**config.mk**
```make
export PLATFORM = sky130hd
export DESIGN_NAME = apw_top
export DESIGN_NICKNAME = d
export VERILOG_FILES = /design/src/pkg/apw_pkg.sv /design/src/pkg/apw_ch_if.sv /design/src/core/apw_channel.sv /design/src/core/apw_top.sv
export SDC_FILE = /design/constraint.sdc
export NUM_CORES = 1
export LEC_CHECK = 0
export BUFFER_PORTS_ARGS = -buffer_cell sky130_fd_sc_hd__buf_2
export CAP_MARGIN = 5
export CORE_MARGIN = 2
export CORE_UTILIZATION = 46
export DETAILED_ROUTE_END_ITERATION = 16
export HOLD_SLACK_MARGIN = 0.02
export PLACE_DENSITY = 0.67
export SKIP_LAST_GASP = 1
export SLEW_MARGIN = 40
export SYNTH_ARGS = -nofsm -noshare
export SYNTH_HDL_FRONTEND = slang
export SYNTH_SLANG_ARGS = --single-unit
```
**constraint.sdc**
```tcl
create_clock -name mclk_i -period 3.8 [get_ports mclk_i]
set_clock_uncertainty 0.05 [all_clocks]
set_input_delay 0.57 -clock mclk_i [delete_from_list [all_inputs] [get_ports mclk_i]]
set_output_delay 0.57 -clock mclk_i [all_outputs]
set_load 0.005 [all_outputs]
```
**src/pkg/apw_pkg.sv**
```systemverilog
// constants shared by the auxiliary pwm timer block
`default_nettype none
package apw_pkg;
   localparam logic [7:0] APW_PER0_OFS = 8'h00;
   localparam logic [7:0] APW_PER1_OFS = 8'h04;
   localparam logic [7:0] APW_ON0_OFS = 8'h08;
   localparam logic [7:0] APW_ON1_OFS = 8'h0C;
   localparam logic [7:0] APW_MODE_OFS = 8'h10;
   localparam logic [7:0] APW_PSEL_OFS = 8'h14;
   localparam logic [7:0] APW_IOD1_OFS = 8'h18;
   localparam logic [7:0] APW_STAT_OFS = 8'h1C;
   localparam int APW_MODE_BIT = 8;
   localparam int APW_ROUTE_BIT = 1;
   localparam int APW_PSEL_CH1_BIT = 7;
   localparam logic [7:0] APW_PER_RST = 8'hFF;
   localparam logic [7:0] APW_ON_RST = 8'h00;
   localparam logic [7:0] APW_PSEL_RST = 8'hFF;
   localparam logic [1:0] APW_IOD1_RST = 2'h2;
   localparam logic [1:0] APW_RESP_OK = 2'h0;
   localparam logic [1:0] APW_RESP_ERR = 2'h2;
endpackage
`default_nettype wire

```
**src/pkg/apw_ch_if.sv**
```systemverilog
// interface carrying one channel's settings and state between top and channel
`default_nettype none
interface apw_ch_if;
   logic [7:0] on_time;
   logic [7:0] count;
   logic start;
   logic pwm;
   modport ctl (output on_time, output count, output start, input pwm);
   modport ch (input on_time, input count, input start, output pwm);
endinterface
`default_nettype wire

```
**src/core/apw_channel.sv**
```systemverilog
// one auxiliary pwm output stage: latches on-time at cycle start, compares
`default_nettype none
module apw_channel (
   input wire logic mclk_i, // system clock
   input wire logic sys_rst_i, // synchronous reset
   input wire logic step_i, // two-cycle step strobe
   apw_ch_if.ch chn // channel settings and output
);
   import apw_pkg::*;
   logic [7:0] on_act_r;
   logic pwm_r;
   // on-time only latched at the first step of a cycle, so mid-cycle writes wait
   always_ff @(posedge mclk_i) begin
      if (sys_rst_i) begin
         on_act_r <= APW_ON_RST;
      end else if (chn.start) begin
         on_act_r <= chn.on_time;
      end
   end
   always_ff @(posedge mclk_i) begin
      if (sys_rst_i) begin
         pwm_r <= 1'b0;
      end else if (chn.start) begin
         pwm_r <= (chn.on_time != 8'h00);
      end else if (step_i) begin
         // judged on the count the step moves to, so the high phase is exactly the on-time
         pwm_r <= (({1'b0, chn.count} + 9'h001) < {1'b0, on_act_r});
      end
   end
   assign chn.pwm = pwm_r;
endmodule
`default_nettype wire

```
**src/core/apw_top.sv**
```systemverilog
// auxiliary dual pwm timer with axi4-lite register slave
//
// Chosen here: the AXI4-Lite slave port and the placing of the registers.
`default_nettype none
module apw_top (
   input wire logic mclk_i, // 50 MHz clock
   input wire logic sys_rst_i, // synchronous active-high reset
   input wire logic [7:0] s_axi_awaddr, // write address
   input wire logic s_axi_awvalid, // write address valid
   output logic s_axi_awready, // write address ready
   input wire logic [31:0] s_axi_wdata, // write data
   input wire logic [3:0] s_axi_wstrb, // write strobes
   input wire logic s_axi_wvalid, // write data valid
   output logic s_axi_wready, // write data ready
   output logic [1:0] s_axi_bresp, // write response
   output logic s_axi_bvalid, // write response valid
   input wire logic s_axi_bready, // write response ready
   input wire logic [7:0] s_axi_araddr, // read address
   input wire logic s_axi_arvalid, // read address valid
   output logic s_axi_arready, // read address ready
   output logic [31:0] s_axi_rdata, // read data
   output logic [1:0] s_axi_rresp, // read response
   output logic s_axi_rvalid, // read data valid
   input wire logic s_axi_rready, // read data ready
   input wire logic gp_line_seven_i, // gpio level for shared pin of second output
   input wire logic gp_line_eight_i, // gpio level for shared pin of first output
   output logic pwm_out_first_o, // pin of first output
   output logic pwm_out_second_o, // pin of second output
   output logic [7:0] pin_function_select_o // pin-select bits for other shared pins
);
   import apw_pkg::*;

   typedef enum logic [1:0] {
      APW_W_IDLE = 2'b01,
      APW_W_RESP = 2'b10
   } apw_wst_e;

   logic [7:0] first_channel_period_r;
   logic [7:0] second_channel_period_or_offset_r;
   logic [7:0] first_channel_on_time_r;
   logic [7:0] second_channel_on_time_r;
   logic mode_indep_r;
   logic [7:0] pin_function_select_r;
   logic [1:0] io_data_high_reg_r;
   apw_wst_e wst_r;
   logic aw_held_r;
   logic w_held_r;
   logic [7:0] awaddr_r;
   logic [31:0] wdata_r;
   logic [3:0] wstrb_r;
   logic [1:0] bresp_r;
   logic rvalid_r;
   logic [31:0] rdata_r;
   logic [1:0] rresp_r;
   logic do_write;
   logic wr_map;
   logic per_wr;
   logic half_r;
   logic step;
   logic [7:0] cnt0_r;
   logic [7:0] cnt1_r;
   logic off_run_r;
   logic start0;
   logic start1;
   logic [7:0] per1_eff;
   logic gp7_m_r;
   logic gp7_s_r;
   logic gp8_m_r;
   logic gp8_s_r;

   apw_ch_if ch0 ();
   apw_ch_if ch1 ();

   // ---------------- axi4-lite write path ----------------
   assign s_axi_awready = (wst_r == APW_W_IDLE) && !aw_held_r;
   assign s_axi_wready = (wst_r == APW_W_IDLE) && !w_held_r;
   assign do_write = (wst_r == APW_W_IDLE) && aw_held_r && w_held_r;

   always_ff @(posedge mclk_i) begin
      if (sys_rst_i) begin
         aw_held_r <= 1'b0;
         awaddr_r <= 8'h00;
      end else if (s_axi_awvalid && s_axi_awready) begin
         aw_held_r <= 1'b1;
         awaddr_r <= s_axi_awaddr;
      end else if (do_write) begin
         aw_held_r <= 1'b0;
      end
   end

   always_ff @(posedge mclk_i) begin
      if (sys_rst_i) begin
         w_held_r <= 1'b0;
         wdata_r <= 32'h0000_0000;
         wstrb_r <= 4'h0;
      end else if (s_axi_wvalid && s_axi_wready) begin
         w_held_r <= 1'b1;
         wdata_r <= s_axi_wdata;
         wstrb_r <= s_axi_wstrb;
      end else if (do_write) begin
         w_held_r <= 1'b0;
      end
   end

   always_ff @(posedge mclk_i) begin
      if (sys_rst_i) begin
         wst_r <= APW_W_IDLE;
         bresp_r <= APW_RESP_OK;
      end else begin
         case (wst_r)
            APW_W_IDLE: begin
               if (do_write) begin
                  wst_r <= APW_W_RESP;
                  bresp_r <= wr_map ? APW_RESP_OK : APW_RESP_ERR;
               end
            end
            APW_W_RESP: begin
               if (s_axi_bready) begin
                  wst_r <= APW_W_IDLE;
               end
            end
            default: wst_r <= APW_W_IDLE;
         endcase
      end
   end
   assign s_axi_bvalid = (wst_r == APW_W_RESP);
   assign s_axi_bresp = bresp_r;

   always_comb begin
      case (awaddr_r)
         APW_PER0_OFS, APW_PER1_OFS, APW_ON0_OFS, APW_ON1_OFS,
         APW_MODE_OFS, APW_PSEL_OFS, APW_IOD1_OFS, APW_STAT_OFS: wr_map = 1'b1;
         default: wr_map = 1'b0;
      endcase
   end

   // period registers accept any value, 0 gives the two-clock minimum
   always_ff @(posedge mclk_i) begin
      if (sys_rst_i) begin
         first_channel_period_r <= APW_PER_RST;
         second_channel_period_or_offset_r <= APW_PER_RST;
         first_channel_on_time_r <= APW_ON_RST;
         second_channel_on_time_r <= APW_ON_RST;
      end else if (do_write && wstrb_r[0]) begin
         case (awaddr_r)
            APW_PER0_OFS: first_channel_period_r <= wdata_r[7:0];
            APW_PER1_OFS: second_channel_period_or_offset_r <= wdata_r[7:0];
            APW_ON0_OFS: first_channel_on_time_r <= wdata_r[7:0];
            APW_ON1_OFS: second_channel_on_time_r <= wdata_r[7:0];
            default: ;
         endcase
      end
   end

   always_ff @(posedge mclk_i) begin
      if (sys_rst_i) begin
         mode_indep_r <= 1'b0;
         pin_function_select_r <= APW_PSEL_RST;
         io_data_high_reg_r <= APW_IOD1_RST;
      end else if (do_write) begin
         if (awaddr_r == APW_MODE_OFS && wstrb_r[1]) begin
            mode_indep_r <= wdata_r[APW_MODE_BIT];
         end
         if (awaddr_r == APW_PSEL_OFS && wstrb_r[0]) begin
            pin_function_select_r <= wdata_r[7:0];
         end
         if (awaddr_r == APW_IOD1_OFS && wstrb_r[0]) begin
            io_data_high_reg_r <= wdata_r[1:0];
         end
      end
   end

   // ---------------- axi4-lite read path ----------------
   assign s_axi_arready = !rvalid_r;

   always_ff @(posedge mclk_i) begin
      if (sys_rst_i) begin
         rvalid_r <= 1'b0;
         rdata_r <= 32'h0000_0000;
         rresp_r <= APW_RESP_OK;
      end else if (s_axi_arvalid && s_axi_arready) begin
         rvalid_r <= 1'b1;
         rresp_r <= APW_RESP_OK;
         case (s_axi_araddr)
            APW_PER0_OFS: rdata_r <= {24'h000000, first_channel_period_r};
            APW_PER1_OFS: rdata_r <= {24'h000000, second_channel_period_or_offset_r};
            APW_ON0_OFS: rdata_r <= {24'h000000, first_channel_on_time_r};
            APW_ON1_OFS: rdata_r <= {24'h000000, second_channel_on_time_r};
            APW_MODE_OFS: rdata_r <= {23'h0, mode_indep_r, 8'h00};
            APW_PSEL_OFS: rdata_r <= {24'h000000, pin_function_select_r};
            APW_IOD1_OFS: rdata_r <= {30'h0, io_data_high_reg_r};
            APW_STAT_OFS: rdata_r <= {14'h0, ch1.pwm, ch0.pwm, cnt1_r, cnt0_r};
            default: begin
               rdata_r <= 32'h0000_0000;
               rresp_r <= APW_RESP_ERR;
            end
         endcase
      end else if (s_axi_rready) begin
         rvalid_r <= 1'b0;
      end
   end
   assign s_axi_rvalid = rvalid_r;
   assign s_axi_rdata = rdata_r;
   assign s_axi_rresp = rresp_r;

   // ---------------- timers ----------------
   assign per_wr = do_write && wstrb_r[0] && (awaddr_r == APW_PER0_OFS || awaddr_r == APW_PER1_OFS);

   // step strobe every second clock; realigned by a period write
   always_ff @(posedge mclk_i) begin
      if (sys_rst_i || per_wr) begin
         half_r <= 1'b0;
      end else begin
         half_r <= !half_r;
      end
   end
   assign step = half_r;

   always_ff @(posedge mclk_i) begin
      if (sys_rst_i || per_wr) begin
         cnt0_r <= 8'h00;
      end else if (step) begin
         cnt0_r <= (cnt0_r >= first_channel_period_r) ? 8'h00 : cnt0_r + 8'h01;
      end
   end

   // offset mode: second counter waits the offset after the first rising edge
   assign per1_eff = mode_indep_r ? second_channel_period_or_offset_r : first_channel_period_r;
   always_ff @(posedge mclk_i) begin
      if (sys_rst_i || per_wr) begin
         cnt1_r <= 8'h00;
         off_run_r <= 1'b0;
      end else if (step) begin
         if (mode_indep_r || off_run_r) begin
            cnt1_r <= (cnt1_r >= per1_eff) ? 8'h00 : cnt1_r + 8'h01;
            off_run_r <= off_run_r;
         end else if (cnt1_r >= second_channel_period_or_offset_r) begin
            // offset expires; relies on offset < first period
            cnt1_r <= 8'h00;
            off_run_r <= 1'b1;
         end else begin
            cnt1_r <= cnt1_r + 8'h01;
         end
      end
   end

   // a period write opens a fresh cycle at once; in offset mode the second channel still waits the offset
   assign start0 = per_wr || (step && (cnt0_r >= first_channel_period_r));
   assign start1 = (per_wr && mode_indep_r) || (step && (mode_indep_r || off_run_r ? (cnt1_r >= per1_eff)
                                                      : (cnt1_r >= second_channel_period_or_offset_r)));

   assign ch0.on_time = first_channel_on_time_r;
   assign ch0.count = cnt0_r;
   assign ch0.start = start0;
   assign ch1.on_time = second_channel_on_time_r;
   // parked at all ones during the offset wait so the second output stays low until its first start
   assign ch1.count = (mode_indep_r || off_run_r) ? cnt1_r : 8'hFF;
   assign ch1.start = start1;

   apw_channel u_ch0 (.mclk_i(mclk_i), .sys_rst_i(sys_rst_i), .step_i(step), .chn(ch0.ch));
   apw_channel u_ch1 (.mclk_i(mclk_i), .sys_rst_i(sys_rst_i), .step_i(step), .chn(ch1.ch));

   // ---------------- pin muxing ----------------
   always_ff @(posedge mclk_i) begin
      if (sys_rst_i) begin
         gp7_m_r <= 1'b0;
         gp7_s_r <= 1'b0;
         gp8_m_r <= 1'b0;
         gp8_s_r <= 1'b0;
      end else begin
         gp7_m_r <= gp_line_seven_i;
         gp7_s_r <= gp7_m_r;
         gp8_m_r <= gp_line_eight_i;
         gp8_s_r <= gp8_m_r;
      end
   end

   assign pwm_out_second_o = pin_function_select_r[APW_PSEL_CH1_BIT] ? gp7_s_r : ch1.pwm;
   assign pwm_out_first_o = io_data_high_reg_r[APW_ROUTE_BIT] ? gp8_s_r : ch0.pwm;
   assign pin_function_select_o = pin_function_select_r;
endmodule
`default_nettype wire

```
==> Word level (Yosys, flattened, before mapping) <==
Memory sizes are Yosys's and may differ from the RTL's. A register that Yosys moved wholly into a read port is not among the register bits.
Cells that the tools add are included.
{ "word_totals": {"mem_bits_ro": 32, "word_cells": 129, "regBits": 143, "n_memories": 1} }
{ "mem_list": {"columns": ["name", "depth", "width", "rd", "rd_ports_with_merged_regs", "wr", "line", "text"], "rows": [
  ["(no name shown)", 32, 1, 1, 1, 0, "apw_top.sv:130", "case (awaddr_r)"]
]} }
{ "classes": {"n_eq_ne": 17, "bitwise_logic": 1, "n_reduce_logical": 45, "n_mux": 27, "add_sub_neg": 4, "n_lt_le_gt_ge": 5} }
{ "ops": {"columns": ["operator", "count"], "rows": [
  ["$pmux W18 S8", 1],
  ["$eq A8 B5 Y1 const B", 7],
  ["$mux W8", 6],
  ["$eq A8 B4 Y1 const B", 4],
  ["$ge A8 B8 Y1", 3],
  ["$add A8 B1 Y9 const B", 2],
  ["$lt A9 B8 Y1", 2],
  ["$reduce_and A2 Y1", 9],
  ["$add A8 B1 Y8 const B", 2],
  ["$eq A8 B3 Y1 const B", 2],
  ["$logic_not A8 Y1", 2],
  ["$reduce_bool A8 Y1", 2],
  ["$logic_and A1 B1 Y1", 15],
  ["$mux W1", 13],
  ["$mux W5", 2],
  ["$reduce_bool A2 Y1", 5],
  ["$mux W2", 4],
  ["$reduce_or A8 Y1", 1],
  ["$logic_or A1 B1 Y1", 5],
  ["$logic_not A1 Y1", 4],
  ["$pmux W2 S2", 1],
  ["$logic_not A3 Y1", 1],
  ["$reduce_and A3 Y1", 1],
  ["$eq A2 B1 Y1 const B", 1],
  ["other kinds (4)", 4]
]} }

==> Depth between registers and ports, before layout <==
{ "depth": {"depth_word": 8, "depth_mapped": 11, "depth_no_buf": 11} }

==> Hierarchy <==
From an unflattened synthesis, not the netlist that was laid out.
{ "unflattened": {"cells_unflattened": 768, "hier_area_um2": 6701.4} }
{ "modules_own_cells": {"columns": ["mod", "instances", "cells_each", "area_per_inst_um2"], "rows": [
  ["apw_top", 1, 618, 5427.7],
  ["apw_channel", 2, 75, 636.9]
]} }

==> Worst setup path after synthesis <==
No wires, ideal clock.
{ "synth_path": {"path_type": "register to register", "from": "register mode_indep_r", "to": "register u_ch1.on_act_r[0]", "period_less_slack_ps": 2681, "stages_incl_launch_ff": 10, "arrival_time_ps": 2559, "path_slack_ps": 1119, "path_cell_list": "dfxtp_1 > buf_1 > mux2_2 > ha_1 > nand2b_1 > a31oi_1 > nor3_1 > o22a_1 > a21oi_4 > mux2i_1"} }
{ "synth_between": {"elab_chain_len": 5, "word_cells_on_any_way": 7, "cone_classes": "1 x order compare; 2 x mux; 4 x reduce/logical"} }
{ "synth_rtl": {"columns": ["element", "line", "text"], "rows": [
  ["start, declared", "apw_top.sv:42", "logic mode_indep_r;"],
  ["start signal, assigned", "apw_top.sv:162", "mode_indep_r <= wdata_r[APW_MODE_BIT];"],
  ["$mux W8", "apw_top.sv:228", "assign per1_eff = mode_indep_r ? second_channel_period_or_offset_r : first_channel_period_r;"],
  ["$ge A8 B8 Y1", "apw_top.sv:249", "assign start1 = (per_wr && mode_indep_r) || (step && (mode_indep_r || off_run_r ? (cnt1_r >= per1_eff)"],
  ["$mux W1", "apw_top.sv:249", null],
  ["$logic_and A1 B1 Y1", "apw_top.sv:249", null],
  ["$logic_or A1 B1 Y1 *", "apw_top.sv:249", null],
  ["end signal, assigned", "apw_channel.sv:17", "on_act_r <= chn.on_time;"],
  ["end, declared", "apw_channel.sv:10", "logic [7:0] on_act_r;"]
]} }
Mark *: on every way between the ends. The rest lies on a longest branch, timed or not.
A chain may end at the register's enable or synchronous reset.

==> Worst setup path after layout <==
{ "layout_path": {"from": "register mode_indep_r", "to": "register u_ch1.on_act_r[7]"} }
The elaborated chain is that of the path after synthesis.

==> metrics.txt <==
largest family of logic cells by synthesized area simple AND/OR/NAND/NOR gates; Simple-Gate Fraction of Synth Area about a fifth; hold_ws 0.283 ns; worst reg-to-reg path cell count 8; final setup violation count 0; initial DRC count 504; GRT Util Overall 23.4%; area of the die 0.0152 mm²; worst flop-to-flop path endpoint u_ch1.on_act_r[7]; register area share after synthesis 39.2%; Synth Area in XOR/XNOR 1.87%; Compound-Gate Fraction of Synth Area between 10% and 20%; number of synthesized flops with an enable pin 0; Final Hold Fails 0; Congestion Overflow GR 0; cell area after synthesis ~0.0065 mm²; RSZ-0062 raised after global routing false; NumNets Final just over 900; post-CTS setup buffers 0; antenna cells 0; Final WS setup 0.881 ns; Hold Path Class primary input to register; WS Path Type register to register; R2R Setup Slk 0.88 ns; part of the cycle the worst path needs 76.8%; f_max between 300 and 400 MHz; Max IR drop VDD around 0.31 mV; yosys warns 0; Crit. End Element register; area leader, netlist dfxtp_1; Area Overhead vs Synth 15.0%; worst slack at placement ~0.95 ns; Fin Setup TNS 0 ns; Via Count 5561; FF+latch count, synth about 130; number of port buffers 70; max-cap violation count 0; Crit. Startpoint mode_indep_r; Die X between 100 and 150 µm; initial antenna violation count 0; Vias/cell 5.56; share of cells above drive strength 1 between 15 and 20%; synth unique cells between 60 and 70; Final Power 3.18 mW; sequential share of power 44.7%; CTS H-tree lvls 4; CTS tree yes; crit path DAT 3.21 ns; Clock Tree Buf Depth 2; areal power density over the cells 422 mW/mm²; net switching power 0.813 mW; Critical Path Start Type register; FF-to-FF Start mode_indep_r; clock net sink count 128; Slew @ Worst Pin 0.838 ns; CP required 4.09 ns; total core area 0.0139 mm²; Slew HR 43.7%; largest net degree at the start of global routing 57; synthesized-area fraction occupied by adder cells under 10%; Root Driver clkbuf_16; Rows 43; clk slew on worst S/H paths 0.06 ns; Hold Startpoint s_axi_rready; multiplexer area fraction after synthesis 11.7%; ys async rst share 0%; vias in the first global route approximately 5300; Crit Path Max Fanout 14; Tmin final 2.92 ns; most common flop cell mapped by yosys dfxtp_1; wire per inst between 15 and 20 µm; clock power share 48.5%; CTS resizes 0; Sw Share 25.6%; post-synth top area share 39.2%; Max Slew Vio Count 0; number of remaining DRC errors 0; Num CTS Buffers 17; DP HPWL about 12 mm; I/O pins between 100 and 150; worst setup path end u_ch1.on_act_r[7]; Mean Syn Cell Area 8.75 µm²; gpl congestion 0.939; CTS Hold Buffers Added 0; first-pass GRT wire length 27.2 mm; final WL 16.9 mm; Initial Util 47.2%; Pint about 2.4 mW; Leak Pwr 3.39 nW; synth top area cells dfxtp_1 39%, mux2i_1 8.6%, ha_1 7.8%, nand2_1 7.1%, a21oi_1 3.8%; Syn Inst Count about 750; worst skew pair latency 0.42 ns; Final ANT Viol Nets 0; outcome completed; chip height 123 µm; DRT Pass-1 Iters 5; combinational share of power 6.8%
==> cell families (layout without fill, tap and decap cells) <==
logic type / after synthesis / in the layout
buf+inv: 94 / 151
xor+xnor: 14 / 14
flops: 128 / 128
simple gates: 263 / 263
compound gates: 138 / 138
fa+ha+maj: 41 / 41
other cells: 1 / 16
mux: 69 / 69
==> cell usage after synthesis, drive strengths merged (2+ instances only) <==
cell	n
a211o	3
a211oi	5
a21o	3
a21oi	51
a22o	6
a22oi	16
a311oi	3
a31oi	8
and2	4
and3	6
buf	25
clkbuf	26
dfxtp	128
ha	41
inv	42
mux2	8
mux2i	56
mux4	5
nand2	123
nand2b	9
nand3	16
nand4	6
nand4b	2
nor2	60
nor2b	7
nor3	6
nor4	7
o211ai	11
o21a	2
o21ai	13
o221ai	3
o22ai	3
o31ai	2
or2	4
or3	6
or4	3
xnor2	8
xor2	6
==> critical path: stages (launching register included) <==
cell and delay (ns):
dfxtp_1 0.76, mux2_2 0.42, ha_1 0.27, nand2b_1 0.14
a31oi_1 0.17, nor3_1 0.08, o22a_1 0.32, a21oi_4 0.39
mux2i_1 0.25
==> cell usage in the layout, fill, tap and decap left out, types with 11 or more instances in the layout <==
| cell type | synthesis | final |
|---|---|---|
| a21oi_1 | 50 | 50 |
| a22oi_1 | 16 | 16 |
| buf_2 | 5 | 70 |
| clkbuf_16 | 0 | 17 |
| conb_1 | 1 | 16 |
| dfxtp_1 | 128 | 128 |
| ha_1 | 41 | 41 |
| inv_1 | 41 | 41 |
| mux2i_1 | 56 | 56 |
| nand2_1 | 123 | 123 |
| nand3_1 | 16 | 16 |
| nor2_1 | 59 | 59 |
| o211ai_1 | 11 | 11 |
| o21ai_0 | 13 | 13 |
==> metrics by stage <==
step / area [µm²] / util, % / std cells
2_1_floorplan: 6600 / - / 763
3_3_place_gp: 6950 / 50.1 / 968
3_5_place_dp: 6960 / 50.1 / 968
4_1_cts: 7520 / 54.2 / 1000
5_1_grt: 7530 / 54.2 / 1000
6_report: 7530 / 54.2 / 1000
==> flip-flops by register name, summed over array words and instances, names as in the netlist, 2 cells and up, named ones only <==
name and cells:
wst_r 2, io_data_high_reg_r 2, u_ch0.on_act_r 8, second_channel_period_or_offset_r 8, s_axi_rdata 18, cnt1_r 8
first_channel_period_r 8, u_ch1.on_act_r 8, wdata_r 9, ch1.on_time 8, wstrb_r 2, ch0.on_time 8
pin_function_select_o 8, ch0.count 8, awaddr_r 8
==> layer usage <==
metal,global-route usage [%],up-vias,wire (µm)
met5,0,-,0
met1,30.5,2647,7600
met4,6.46,0,193
li1,-,2712,-
met3,6.50,21,1270
met2,37.9,181,7850
==> worst min-delay path by stage <==
stage,slack (ns),cells past startpoint,end
after floorplan,0.36,1,gp7_s_r
after global routing,0.30,2,s_axi_rvalid
final,0.28,2,s_axi_rvalid
after CTS,0.27,2,s_axi_rvalid
after global placement,0.37,1,gp8_s_r
after detailed placement,0.38,1,gp8_s_r
==> power by group through the flow <==
stage                     sequential, mW  clock, mW  combinational [mW]
after floorplan                     1.42          0               0.171
after global placement              1.45          0               0.206
after detailed placement            1.45          0               0.212
after CTS                           1.42       1.56               0.213
after global routing                1.42       1.61               0.244
final                               1.42       1.54               0.215
==> cell type report <==
cell class | instances | area (µm²)
sequential | 128 | 2560
clock inverter | 14 | 131
clock buffer | 18 | 429
fill | 1293 | 6350
timing repair buffer | 76 | 395
multi-input combinational | 541 | 3620
tap | 180 | 225
inverter | 43 | 161
Power figures use the tool's default switching activity.
